File: src/inc/pfcsb_pkg.sv
// pfcsb_pkg: constants, encodings and types of the compare/skip/branch unit
package pfcsb_pkg;

  // ****************************************************************
  // reset values
  // ****************************************************************
  localparam logic [15:0] PC_RST = 16'h0000;
  localparam logic [7:0] STATUS_FLAGS_REGISTER_RST = 8'h00;
  localparam logic EXEC_EN_RST = 1'b1;

  // ****************************************************************
  // status flag positions
  // ****************************************************************
  localparam int FLAG_C = 0;
  localparam int FLAG_Z = 1;
  localparam int FLAG_N = 2;
  localparam int FLAG_V = 3;
  localparam int FLAG_H = 5;

  // ****************************************************************
  // apb register byte offsets and field positions
  // ****************************************************************
  localparam logic [7:0] ADDR_PC = 8'h00;
  localparam logic [7:0] ADDR_FLAGS = 8'h04;
  localparam logic [7:0] ADDR_INFO = 8'h08;
  localparam logic [7:0] ADDR_CTRL = 8'h0c;
  localparam int INFO_SKIP_POS = 8;
  localparam int INFO_BRANCH_POS = 9;

  // ****************************************************************
  // cycle counts
  // ****************************************************************
  localparam logic [1:0] CYC_ONE = 2'h1;
  localparam logic [1:0] CYC_TWO = 2'h2;
  localparam logic [1:0] CYC_THREE = 2'h3;

  // ****************************************************************
  // opcode patterns: a word matches when (word & mask) == value; the indirect call word is compared whole
  // ****************************************************************
  localparam logic [15:0] OP_POINTER_INDIRECT_SUBROUTINE_CALL = 16'h9509;
  localparam logic [15:0] MASK_RR = 16'hfc00;
  localparam logic [15:0] OP_COMPARE_SKIP_ON_EQUAL = 16'h1000;
  localparam logic [15:0] OP_CP = 16'h1400;
  localparam logic [15:0] OP_CPC = 16'h0400;
  localparam logic [15:0] MASK_IMM = 16'hf000;
  localparam logic [15:0] OP_CPI = 16'h3000;
  localparam logic [15:0] MASK_RBIT = 16'hfe08;
  localparam logic [15:0] OP_SKIP_ON_REG_BIT_LOW = 16'hfc00;
  localparam logic [15:0] OP_SKIP_ON_REG_BIT_HIGH = 16'hfe00;
  localparam logic [15:0] MASK_IOBIT = 16'hff00;
  localparam logic [15:0] OP_SKIP_ON_IO_BIT_LOW = 16'h9900;
  localparam logic [15:0] OP_SKIP_ON_IO_BIT_HIGH = 16'h9b00;
  localparam logic [15:0] OP_BRANCH_ON_FLAG_HIGH = 16'hf000;
  localparam logic [15:0] OP_BRANCH_ON_FLAG_LOW = 16'hf400;
  // two-word instruction families, seen when a skip crosses them
  localparam logic [15:0] MASK_LONG_JC = 16'hfe0c;
  localparam logic [15:0] OP_LONG_JC = 16'h940c;
  localparam logic [15:0] MASK_LONG_LS = 16'hfc0f;
  localparam logic [15:0] OP_LONG_LS = 16'h9000;

  // ****************************************************************
  // instruction classes
  // ****************************************************************
  typedef enum logic [3:0] {
    cls_other = 4'h0,
    cls_pointer_indirect_subroutine_call = 4'h1,
    cls_compare_skip_on_equal = 4'h2,
    cls_register_compare = 4'h3,
    cls_register_compare_with_borrow = 4'h4,
    cls_immediate_compare = 4'h5,
    cls_skip_on_reg_bit_low = 4'h6,
    cls_skip_on_reg_bit_high = 4'h7,
    cls_skip_on_io_bit_low = 4'h8,
    cls_skip_on_io_bit_high = 4'h9,
    cls_branch_on_flag_high = 4'ha,
    cls_branch_on_flag_low = 4'hb
  } pfcsb_cls_t;

  // execution states, gray along issue -> stall -> issue
  typedef enum logic {
    st_issue = 1'b0,
    st_stall = 1'b1
  } pfcsb_state_t;

endpackage : pfcsb_pkg

File: src/inc/pfcsb_dec_if.sv
// pfcsb_dec_if: decoded instruction fields between decoder and executor
interface pfcsb_dec_if;
  logic [15:0] word;
  logic [15:0] next_word;
  pfcsb_pkg::pfcsb_cls_t cls;
  logic [2:0] bit_idx;
  logic [6:0] offset;
  logic [7:0] imm;
  logic next_two;

  // decoder side
  modport dec (
    input word,
    input next_word,
    output cls,
    output bit_idx,
    output offset,
    output imm,
    output next_two
  );

  // executor side
  modport exe (
    output word,
    output next_word,
    input cls,
    input bit_idx,
    input offset,
    input imm,
    input next_two
  );
endinterface : pfcsb_dec_if

File: src/hdl/pfcsb_decode.sv
// pfcsb_decode: combinational decode of the control-flow instruction words
module pfcsb_decode (
  // decoded fields
  pfcsb_dec_if.dec dif
);

  // pattern test, used for every opcode family but the indirect call, which is an exact word compare
  function automatic logic op_match(input logic [15:0] w,
                                    input logic [15:0] mask,
                                    input logic [15:0] val);
    op_match = ((w & mask) == val);
  endfunction

  // ****************************************************************
  // class decode
  // ****************************************************************
  always_comb begin
    dif.cls = pfcsb_pkg::cls_other;
    if (dif.word == pfcsb_pkg::OP_POINTER_INDIRECT_SUBROUTINE_CALL) begin
      dif.cls = pfcsb_pkg::cls_pointer_indirect_subroutine_call;
    end else if (op_match(dif.word, pfcsb_pkg::MASK_RR,
                          pfcsb_pkg::OP_COMPARE_SKIP_ON_EQUAL)) begin
      dif.cls = pfcsb_pkg::cls_compare_skip_on_equal;
    end else if (op_match(dif.word, pfcsb_pkg::MASK_RR,
                          pfcsb_pkg::OP_CP)) begin
      dif.cls = pfcsb_pkg::cls_register_compare;
    end else if (op_match(dif.word, pfcsb_pkg::MASK_RR,
                          pfcsb_pkg::OP_CPC)) begin
      dif.cls = pfcsb_pkg::cls_register_compare_with_borrow;
    end else if (op_match(dif.word, pfcsb_pkg::MASK_IMM,
                          pfcsb_pkg::OP_CPI)) begin
      dif.cls = pfcsb_pkg::cls_immediate_compare;
    end else if (op_match(dif.word, pfcsb_pkg::MASK_RBIT,
                          pfcsb_pkg::OP_SKIP_ON_REG_BIT_LOW)) begin
      dif.cls = pfcsb_pkg::cls_skip_on_reg_bit_low;
    end else if (op_match(dif.word, pfcsb_pkg::MASK_RBIT,
                          pfcsb_pkg::OP_SKIP_ON_REG_BIT_HIGH)) begin
      dif.cls = pfcsb_pkg::cls_skip_on_reg_bit_high;
    end else if (op_match(dif.word, pfcsb_pkg::MASK_IOBIT,
                          pfcsb_pkg::OP_SKIP_ON_IO_BIT_LOW)) begin
      dif.cls = pfcsb_pkg::cls_skip_on_io_bit_low;
    end else if (op_match(dif.word, pfcsb_pkg::MASK_IOBIT,
                          pfcsb_pkg::OP_SKIP_ON_IO_BIT_HIGH)) begin
      dif.cls = pfcsb_pkg::cls_skip_on_io_bit_high;
    end else if (op_match(dif.word, pfcsb_pkg::MASK_RR,
                          pfcsb_pkg::OP_BRANCH_ON_FLAG_HIGH)) begin
      dif.cls = pfcsb_pkg::cls_branch_on_flag_high;
    end else if (op_match(dif.word, pfcsb_pkg::MASK_RR,
                          pfcsb_pkg::OP_BRANCH_ON_FLAG_LOW)) begin
      dif.cls = pfcsb_pkg::cls_branch_on_flag_low;
    end
  end

  // ****************************************************************
  // operand fields
  // ****************************************************************
  // bit index doubles as the flag index of the flag branches
  assign dif.bit_idx = dif.word[2:0];
  assign dif.offset = dif.word[9:3];
  assign dif.imm = {dif.word[11:8], dif.word[3:0]};
  // length of the word a skip would step over
  assign dif.next_two = op_match(dif.next_word, pfcsb_pkg::MASK_LONG_JC,
                                 pfcsb_pkg::OP_LONG_JC)
                      | op_match(dif.next_word, pfcsb_pkg::MASK_LONG_LS,
                                 pfcsb_pkg::OP_LONG_LS);

endmodule // pfcsb_decode

File: src/hdl/pfcsb_exec.sv
// pfcsb_exec: compare, skip, branch and indirect call execution unit
// Operation
// - indirect call loads pc from z pointer, flags kept, three cycles
// - compare two registers, skip next when equal; 1 cycle, 2/3 on skip
// - compares subtract reg, reg plus carry or immediate; set Z N V C H
// - skip next when selected register bit is zero, flags kept
// - skip next when selected register bit is one, flags kept
// - skip next when selected io register bit reads zero
// - skip next when selected io register bit reads one
// - flag-selected branch when flag is one: pc+k+1, 1 or 2 cycles
// - flag-selected branch when flag is zero: pc+k+1, 1 or 2 cycles
// - branch on equal taken when zero flag is one
// - branch on unequal taken when zero flag is zero
// - branch on carry high taken when carry is one
// - branch on carry low taken when carry is zero
// - unsigned same-or-higher branch behaves as carry-low branch
//
// Design decisions made here: the register offsets and register access over APB.
module pfcsb_exec (
  // clock and reset
  input wire logic ref_clk_i,
  input wire logic rst_n_i,
  // instruction issue from fetch/decode
  input wire logic instr_valid_i,
  input wire logic [15:0] instr_i,
  input wire logic [15:0] next_word_i,
  // operand values read for the presented instruction
  input wire logic [7:0] rd_val_i,
  input wire logic [7:0] rr_val_i,
  input wire logic [7:0] io_val_i,
  input wire logic [15:0] z_ptr_i,
  // execution results
  output logic ready_o,
  output logic [15:0] pc_o,
  output logic [7:0] status_flags_register_o,
  output logic call_push_o,
  output logic [15:0] ret_addr_o,
  // apb slave
  input wire logic psel_i,
  input wire logic penable_i,
  input wire logic pwrite_i,
  input wire logic [7:0] paddr_i,
  input wire logic [31:0] pwdata_i,
  output logic [31:0] prdata_o,
  output logic pready_o,
  output logic pslverr_o
);

  // ****************************************************************
  // state
  // ****************************************************************
  typedef struct packed {
    pfcsb_pkg::pfcsb_state_t st;
    logic [1:0] remain;
    logic ready;
    logic [15:0] pc;
    logic [7:0] status_flags_register;
    logic push;
    logic [15:0] ret;
    logic [1:0] last_cyc;
    logic last_skip;
    logic last_branch;
    logic en;
    logic [31:0] prdata;
    logic pready;
    logic pslverr;
  } pfcsb_regs_t;

  pfcsb_regs_t s;
  pfcsb_regs_t next_s;

  pfcsb_dec_if dif ();

  pfcsb_decode u_decode (
    .dif(dif)
  );
  assign dif.word = instr_i;
  assign dif.next_word = next_word_i;

  logic issue;
  logic apb_wr;
  logic wr_pc;
  logic wr_flags;
  logic [15:0] pc_inc;
  logic [15:0] off_ext;
  logic [15:0] skip_tgt;
  logic [1:0] skip_cyc;
  logic [7:0] cmp_b;
  logic cmp_cin;
  logic [8:0] diff;
  logic [7:0] res;
  logic sel_flag;
  logic sel_rbit;
  logic sel_iobit;
  logic mapped;

  assign issue = instr_valid_i & s.ready;
  // writes land at the access edge with pready high
  assign apb_wr = psel_i & penable_i & pwrite_i & s.pready;
  assign wr_pc = apb_wr & (paddr_i == pfcsb_pkg::ADDR_PC);
  assign wr_flags = apb_wr & (paddr_i == pfcsb_pkg::ADDR_FLAGS);

  // ****************************************************************
  // datapath
  // ****************************************************************
  assign pc_inc = s.pc + 16'h0001;
  assign off_ext = {{9{dif.offset[6]}}, dif.offset};
  assign skip_tgt = dif.next_two ? (s.pc + 16'h0003) : (s.pc + 16'h0002);
  assign skip_cyc = dif.next_two ? pfcsb_pkg::CYC_THREE : pfcsb_pkg::CYC_TWO;
  assign sel_flag = s.status_flags_register[dif.bit_idx];
  assign sel_rbit = rr_val_i[dif.bit_idx];
  assign sel_iobit = io_val_i[dif.bit_idx];

  // subtraction without writeback, borrow for the carry form
  assign cmp_b = (dif.cls == pfcsb_pkg::cls_immediate_compare) ?
                 dif.imm : rr_val_i;
  assign cmp_cin = (dif.cls == pfcsb_pkg::cls_register_compare_with_borrow)
                 & s.status_flags_register[pfcsb_pkg::FLAG_C];
  assign diff = {1'b0, rd_val_i} - {1'b0, cmp_b} - {8'h00, cmp_cin};
  assign res = diff[7:0];

  // ****************************************************************
  // next state
  // ****************************************************************
  always_comb begin
    next_s = s;
    next_s.push = 1'b0;
    // stall countdown; a multi-cycle instruction holds off the next issue
    unique case (s.st)
      pfcsb_pkg::st_issue: begin
        next_s.ready = s.en;
      end
      pfcsb_pkg::st_stall: begin
        if (s.remain == 2'h0) begin
          next_s.st = pfcsb_pkg::st_issue;
          next_s.ready = s.en;
        end else begin
          next_s.remain = s.remain - 2'h1;
        end
      end
    endcase
    if (issue) begin
      next_s.pc = pc_inc;
      next_s.last_cyc = pfcsb_pkg::CYC_ONE;
      next_s.last_skip = 1'b0;
      next_s.last_branch = 1'b0;
      unique case (dif.cls)
        pfcsb_pkg::cls_pointer_indirect_subroutine_call: begin
          // jump through z, push return address
          next_s.pc = z_ptr_i;
          next_s.push = 1'b1;
          next_s.ret = pc_inc;
          next_s.last_cyc = pfcsb_pkg::CYC_THREE;
          next_s.last_branch = 1'b1;
        end
        pfcsb_pkg::cls_compare_skip_on_equal: begin
          if (rd_val_i == rr_val_i) begin
            next_s.pc = skip_tgt;
            next_s.last_cyc = skip_cyc;
            next_s.last_skip = 1'b1;
          end
        end
        pfcsb_pkg::cls_register_compare,
        pfcsb_pkg::cls_register_compare_with_borrow,
        pfcsb_pkg::cls_immediate_compare: begin
          // flag update; zero is sticky for the borrow form
          next_s.status_flags_register[pfcsb_pkg::FLAG_Z] = (res == 8'h00) &
            ((dif.cls != pfcsb_pkg::cls_register_compare_with_borrow) |
             s.status_flags_register[pfcsb_pkg::FLAG_Z]);
          next_s.status_flags_register[pfcsb_pkg::FLAG_N] = res[7];
          next_s.status_flags_register[pfcsb_pkg::FLAG_V] =
            (rd_val_i[7] & ~cmp_b[7] & ~res[7]) |
            (~rd_val_i[7] & cmp_b[7] & res[7]);
          next_s.status_flags_register[pfcsb_pkg::FLAG_C] =
            (~rd_val_i[7] & cmp_b[7]) | (cmp_b[7] & res[7]) |
            (res[7] & ~rd_val_i[7]);
          next_s.status_flags_register[pfcsb_pkg::FLAG_H] =
            (~rd_val_i[3] & cmp_b[3]) | (cmp_b[3] & res[3]) |
            (res[3] & ~rd_val_i[3]);
        end
        pfcsb_pkg::cls_skip_on_reg_bit_low,
        pfcsb_pkg::cls_skip_on_reg_bit_high: begin
          if (sel_rbit ==
              (dif.cls == pfcsb_pkg::cls_skip_on_reg_bit_high)) begin
            next_s.pc = skip_tgt;
            next_s.last_cyc = skip_cyc;
            next_s.last_skip = 1'b1;
          end
        end
        pfcsb_pkg::cls_skip_on_io_bit_low,
        pfcsb_pkg::cls_skip_on_io_bit_high: begin
          if (sel_iobit ==
              (dif.cls == pfcsb_pkg::cls_skip_on_io_bit_high)) begin
            next_s.pc = skip_tgt;
            next_s.last_cyc = skip_cyc;
            next_s.last_skip = 1'b1;
          end
        end
        pfcsb_pkg::cls_branch_on_flag_high,
        pfcsb_pkg::cls_branch_on_flag_low: begin
          if (sel_flag ==
              (dif.cls == pfcsb_pkg::cls_branch_on_flag_high)) begin
            next_s.pc = pc_inc + off_ext;
            next_s.last_cyc = pfcsb_pkg::CYC_TWO;
            next_s.last_branch = 1'b1;
          end
        end
        default: next_s.pc = pc_inc; // other words advance by one
      endcase
      if (next_s.last_cyc != pfcsb_pkg::CYC_ONE) begin
        next_s.st = pfcsb_pkg::st_stall;
        next_s.ready = 1'b0;
        next_s.remain = next_s.last_cyc - 2'h2;
      end
    end
    // software loads win over execution in the same edge
    if (wr_pc) begin
      next_s.pc = pwdata_i[15:0];
    end
    if (wr_flags) begin
      next_s.status_flags_register = pwdata_i[7:0];
    end
    if (apb_wr & (paddr_i == pfcsb_pkg::ADDR_CTRL)) begin
      next_s.en = pwdata_i[0];
    end
    if (~next_s.en) begin
      next_s.ready = 1'b0;
    end
    // apb answers one cycle after setup, read data captured at setup
    next_s.pready = psel_i & ~penable_i;
    next_s.pslverr = 1'b0;
    next_s.prdata = 32'h0000_0000;
    if (psel_i & ~penable_i) begin
      next_s.pslverr = ~mapped;
      unique case (paddr_i)
        pfcsb_pkg::ADDR_PC: next_s.prdata = {16'h0000, s.pc};
        pfcsb_pkg::ADDR_FLAGS: next_s.prdata = {24'h00_0000, s.status_flags_register};
        pfcsb_pkg::ADDR_INFO: begin
          next_s.prdata[1:0] = s.last_cyc;
          next_s.prdata[pfcsb_pkg::INFO_SKIP_POS] = s.last_skip;
          next_s.prdata[pfcsb_pkg::INFO_BRANCH_POS] = s.last_branch;
        end
        pfcsb_pkg::ADDR_CTRL: next_s.prdata = {31'h0000_0000, s.en};
        default: next_s.prdata = 32'h0000_0000;
      endcase
    end
  end

  assign mapped = (paddr_i == pfcsb_pkg::ADDR_PC) |
                  (paddr_i == pfcsb_pkg::ADDR_FLAGS) |
                  (paddr_i == pfcsb_pkg::ADDR_INFO) |
                  (paddr_i == pfcsb_pkg::ADDR_CTRL);

  // ****************************************************************
  // registers
  // ****************************************************************
  always_ff @(posedge ref_clk_i or negedge rst_n_i) begin
    if (!rst_n_i) begin
      s <= '0;
      s.pc <= pfcsb_pkg::PC_RST;
      s.status_flags_register <= pfcsb_pkg::STATUS_FLAGS_REGISTER_RST;
      s.en <= pfcsb_pkg::EXEC_EN_RST;
      s.st <= pfcsb_pkg::st_issue;
      s.last_cyc <= pfcsb_pkg::CYC_ONE;
    end else begin
      s <= next_s;
    end
  end

  assign ready_o = s.ready;
  assign pc_o = s.pc;
  assign status_flags_register_o = s.status_flags_register;
  assign call_push_o = s.push;
  assign ret_addr_o = s.ret;
  assign prdata_o = s.prdata;
  assign pready_o = s.pready;
  assign pslverr_o = s.pslverr;

  // ****************************************************************
  // assertions
  // ****************************************************************
  logic clean;
  assign clean = issue & ~wr_pc & ~wr_flags;
endmodule // pfcsb_exec

File: config.mk
export PLATFORM = sky130hd
export DESIGN_NAME = pfcsb_exec
export DESIGN_NICKNAME = d
export VERILOG_FILES = /design/src/inc/pfcsb_pkg.sv /design/src/inc/pfcsb_dec_if.sv /design/src/hdl/pfcsb_decode.sv /design/src/hdl/pfcsb_exec.sv
export SDC_FILE = /design/constraint.sdc
export NUM_CORES = 1
export LEC_CHECK = 0
export ABC_AREA = 1
export BUFFER_PORTS_ARGS = -buffer_cell sky130_fd_sc_hd__buf_2
export CAP_MARGIN = 30
export CORE_UTILIZATION = 55
export CTS_CLUSTER_DIAMETER = 200
export DETAILED_ROUTE_END_ITERATION = 8
export GPL_TIMING_DRIVEN = 0
export PLACE_DENSITY_LB_ADDON = 0.1
export SLEW_MARGIN = 20
export SYNTH_ARGS = -nofsm -noshare
export SYNTH_HDL_FRONTEND = slang
export SYNTH_SLANG_ARGS = --single-unit
File: constraint.sdc
create_clock -name ref_clk_i -period 3.2 [get_ports ref_clk_i]
set_input_delay 0 -clock ref_clk_i [delete_from_list [all_inputs] [get_ports ref_clk_i]]
set_output_delay 0 -clock ref_clk_i [all_outputs]
set_load 0.01 [all_outputs]
==> impl_results.md <==
- Non-Filler Instances: 1589
- Clock tree from TritonCTS: yes
- Worst setup skew after layout: 0.00514 ns
- Simple logic cell fraction of the synthesized area: 0.368
- FF-to-FF setup slack: 0.14 ns
- R2R Path End: pc_o[13]
- Pleak: 5.61 nW
- Area growth from synthesis to layout: 26.0%
- Register bit total from synthesis: 68
- Antenna Cells: 0
- Mean Syn Cell Area: 6.26 sq um
- Crit path setup slack, layout: 0.142 ns
- Fraction of final layout cells sized beyond drive strength 1: 0.264
- Start-to-end type of the worst setup path: register to register
- Slew headroom: 0.585
- Xor-xnor portion of the synthesized cell area: 0.0517
- Number of antenna violations at the first check in global routing: 0
- Total CTS buffers: 9
- Reg clk slew, reported paths: 0.06 ns
- Per-cell via count in the routed design: 5.14
- DP Cell Count: 1539
- Total power divided by cell area: 265 nW/um^2
- Final max-slew violation count: 0
- Wire length of the first global-routing pass: 35.4 mm
- Cells traversed along the worst timing path: ha_4 > nand2_1 > inv_1 > nand2_2 > nor2_2 > xor2_2 > ha_4 > nand2_1 > nor2_1 > inv_1 > nor2_1 > nor3_1 > nand2_1 > nand2_1 > nand3_1 > nand3_1 > nand2_1 > nand2_1
- Setup TNS Final: 0 ns
- Main synth FF type: sky130_fd_sc_hd__dfrtp_1
- ANT nets after route: 0
- Final estimated routing congestion in global placement: 0.924
- Slew at the pin closest to its max-slew limit: 0.617 ns
- Top cells by area in the synthesized netlist: sky130_fd_sc_hd__dfrtp_1 (22%), sky130_fd_sc_hd__nand2_1 (20%), sky130_fd_sc_hd__inv_1 (9.1%), sky130_fd_sc_hd__buf_4 (7.6%), sky130_fd_sc_hd__ha_1 (5.5%)
- Number of failing setup endpoints in the final timing report: 0
- CP required: 3.48 ns
- Outcome: complete, no violations
- First-pass detailed-route iteration total: 7
- Clock period minus worst slack: 3.06 ns
- Placement row count: 42
- Startpoint type of the worst setup path: register
- Die Width: 118 microns
- Area of the die: 14000 sq um
- Number of library cell types mapped by synthesis: 51
- Worst hold endpoint: prdata_o[8]
- Capturing element type of the critical path: register
- Chip height: 118 microns
- Clock insertion delay at the later pin of the skew report: 0.34 ns
- Most area-hungry cell type in the Yosys netlist: sky130_fd_sc_hd__dfrtp_1
- Number of design rule violations left after detail routing: 0
- Critical path's slowest cell: sky130_fd_sc_hd__dfrtp_2
- Number of buffers between clock root and the deepest sink: 2
- Synth Area in Compound Gates: 0.0989
- Top-Level Pins: 194
- Mux contribution to synthesized area: 0.00285
- Syn Inst Count: 1191
- FF-to-FF Start: pc_o[1]
- Vias after detailed routing: 8162
- Share of synthesized cell area in full adder, half adder and majority cells: 0.0634
- Initial Util: 0.563
- Area of the core region: 13200 sq um
- Worst Setup Slack post-DPL: -0.431 ns
- H-tree lvl count: 3
- Post-DR wirelength/cell: 14.4 microns
- Largest net degree at the start of global routing: 40
- Number of warnings printed during yosys synthesis: 0
- Crit path buffers/inverters: 2
- Total overflow reported by the global router: 0
- Final net count: 1562
- Top cell type's share of synthesized area: 0.222
- Mapped Area: 7450 sq um
- Crit-path max FO: 5
- Cell count of the worst reg-to-reg path: 18
- WP depth: 18
- Post-detail-place hpwl: 18.0 mm
- Worst hold stages: 4
- Data arrival at the endpoint of the critical path: 3.34 ns
- EDFF count, synth: 0
- Violation count after the first detailed-route iteration: 691
- VDD IR-drop max: 0.238 mV
- Post-detailed-routing wire length: 22.9 mm
- Hold crit path type: input port to register
- Startpoint of the most critical hold path: paddr_i[2]
- Achievable Freq: 0.327 GHz
- Kind of cell adding the most delay to the critical path: simple AND/OR/NAND/NOR gates
- Port Buffer Count: 156
- Total Routing Usage GR: 0.322
- Delay of the slowest critical-path stage: 0.45 ns
- Sequential share of the synthesized area: 0.229
- Via count of the first global-routing pass: 7278
- Final period util: 0.956
- Crit path top cell by count: sky130_fd_sc_hd__nand2_1
- Clock Root Buffer: sky130_fd_sc_hd__clkbuf_16
- Dominant combinational cell family by area after synthesis: simple AND/OR/NAND/NOR gates
- Count of final hold-check violations: 0
- Hold slack final: 0.0155 ns
- TritonCTS sink count: 68
- Synth async-reset ratio: 1.00
- Maximum capacitance violations: 0
-- flip-flops by register name (all words and copies together) (netlist names) --
| register | count |
|---|---|
| pc_o | 16 |
| prdata_o | 16 |
| ret_addr_o | 16 |
| s | 8 |
| status_flags_register_o | 8 |
| call_push_o | 1 |
| pready_o | 1 |
| pslverr_o | 1 |
| ready_o | 1 |
-- synthesized netlist by cell type, types with 4 or more instances --
cell                       count
sky130_fd_sc_hd__o22ai_1       9
sky130_fd_sc_hd__nor2_1       83
sky130_fd_sc_hd__or2_2         4
sky130_fd_sc_hd__nor3_1       17
sky130_fd_sc_hd__inv_2         5
sky130_fd_sc_hd__o21ai_0      48
sky130_fd_sc_hd__nor2_2        7
sky130_fd_sc_hd__xnor2_1      13
sky130_fd_sc_hd__a21oi_1      39
sky130_fd_sc_hd__nand3b_1      4
sky130_fd_sc_hd__buf_4        75
sky130_fd_sc_hd__nand4_1      17
sky130_fd_sc_hd__inv_1       180
sky130_fd_sc_hd__buf_6         6
sky130_fd_sc_hd__nand3_1      80
sky130_fd_sc_hd__nand3_2       8
sky130_fd_sc_hd__nand2_1     397
sky130_fd_sc_hd__o21ai_2      10
sky130_fd_sc_hd__xor2_1       31
sky130_fd_sc_hd__dfrtp_1      66
sky130_fd_sc_hd__buf_2         6
sky130_fd_sc_hd__ha_1         33
sky130_fd_sc_hd__o21ai_1       8
-- routing by layer --
| layer | vias up | track usage | routed length, microns |
|---|---|---|---|
| met5 | - | 0 | 0 |
| met4 | 0 | 0.103 | 448 |
| met3 | 39 | 0.0579 | 2000 |
| met2 | 384 | 0.516 | 10300 |
| met1 | 3668 | 0.441 | 10200 |
| li1 | 4071 | - | - |
-- worst reg2reg max path, cell delays in order, from the launching register on --
cell	delay, ns
sky130_fd_sc_hd__dfrtp_2	0.45
sky130_fd_sc_hd__ha_4	0.20
sky130_fd_sc_hd__nand2_1	0.12
sky130_fd_sc_hd__inv_1	0.15
sky130_fd_sc_hd__nand2_2	0.14
sky130_fd_sc_hd__nor2_2	0.15
sky130_fd_sc_hd__xor2_2	0.34
sky130_fd_sc_hd__ha_4	0.28
sky130_fd_sc_hd__nand2_1	0.15
sky130_fd_sc_hd__nor2_1	0.09
sky130_fd_sc_hd__inv_1	0.05
sky130_fd_sc_hd__nor2_1	0.04
sky130_fd_sc_hd__nor3_1	0.19
sky130_fd_sc_hd__nand2_1	0.11
sky130_fd_sc_hd__nand2_1	0.09
sky130_fd_sc_hd__nand3_1	0.14
sky130_fd_sc_hd__nand3_1	0.14
sky130_fd_sc_hd__nand2_1	0.10
sky130_fd_sc_hd__nand2_1	0.07
-- timing repair --
item                                    in CTS  in global routing
endpoints found under the setup margin      10                 10
hold buffers                                17                  0
hold endpoints to repair                    86                  0
pin swaps                                    2                  9
buffers inserted                             5                 12
gates resized for setup                     16                 48
gates cloned                                 0                  0
-- layout make-up --
class	instances	area, sq um
plain buffers	92	706
clock buffers	9	225
clock inverters	7	53.8
fillers	1218	3850
inverters	186	698
multi-input cells	860	4680
flip-flops and latches	68	1710
well taps	176	220
repair buffers	191	1100
-- through the flow --
| stage | total power [W] | cell area [sq um] | utilization |
|---|---|---|---|
| finish | 0.00249 | 9400 | 0.709 |
| detailed placement | 0.00149 | 8530 | 0.644 |
| global placement | 0.00148 | 8510 | 0.643 |
| CTS | 0.00244 | 9090 | 0.687 |
| floorplan | 0.00129 | 7510 | - |
| global route | 0.00260 | 9400 | 0.709 |
-- cell usage in the layout, fill, tap and decap left out, types with 6 or more instances in the layout --
| master | instances |
|---|---|
| sky130_fd_sc_hd__o21ai_2 | 11 |
| sky130_fd_sc_hd__buf_6 | 7 |
| sky130_fd_sc_hd__nand3_1 | 79 |
| sky130_fd_sc_hd__nand4_1 | 17 |
| sky130_fd_sc_hd__dlygate4sd3_1 | 17 |
| sky130_fd_sc_hd__nand2_1 | 388 |
| sky130_fd_sc_hd__buf_2 | 158 |
| sky130_fd_sc_hd__dfrtp_1 | 59 |
| sky130_fd_sc_hd__inv_2 | 6 |
| sky130_fd_sc_hd__conb_1 | 16 |
| sky130_fd_sc_hd__nor2_2 | 10 |
| sky130_fd_sc_hd__ha_4 | 6 |
| sky130_fd_sc_hd__dfrtp_2 | 7 |
| sky130_fd_sc_hd__xnor2_1 | 13 |
| sky130_fd_sc_hd__nand3_2 | 9 |
| sky130_fd_sc_hd__o21ai_0 | 46 |
| sky130_fd_sc_hd__inv_1 | 179 |
| sky130_fd_sc_hd__nand2_2 | 12 |
| sky130_fd_sc_hd__nor2_1 | 74 |
| sky130_fd_sc_hd__o21ai_1 | 9 |
| sky130_fd_sc_hd__buf_4 | 93 |
| sky130_fd_sc_hd__nor2_4 | 8 |
| sky130_fd_sc_hd__xor2_2 | 6 |
| sky130_fd_sc_hd__ha_1 | 27 |
| sky130_fd_sc_hd__xor2_1 | 23 |
| sky130_fd_sc_hd__a21oi_1 | 38 |
| sky130_fd_sc_hd__clkbuf_16 | 9 |
| sky130_fd_sc_hd__nor3_1 | 15 |
| sky130_fd_sc_hd__o22ai_1 | 9 |
-- power breakdown --
part	total [W]	switching, W	internal [W]
Clock	0.000932	0.000406	0.000526
Sequential	0.000868	0.00000438	0.000864
Combinational	0.000685	0.000412	0.000273
Total	0.00249	0.000823	0.00166
-- how the worst max path moves through the flow --
stage                     startpoint        to
after floorplan              pc_o[2]  pc_o[15]
after global placement       pc_o[2]  pc_o[15]
after detailed placement     pc_o[2]  pc_o[15]
after CTS                    pc_o[1]  pc_o[15]
after global routing         pc_o[1]  pc_o[15]
final                        pc_o[1]  pc_o[13]
-- cell families (layout without fill, tap and decap cells) --
group,count (synthesis),after routing
xor gates and xnor gates,44,44
adders and majority gates,36,36
other,1,16
and+or+nand+nor,633,633
muxes,2,2
AOI/OAI and AO/OA,129,129
DFF,68,68
buffers and inverters,278,485
Power figures use the tool's default switching activity.
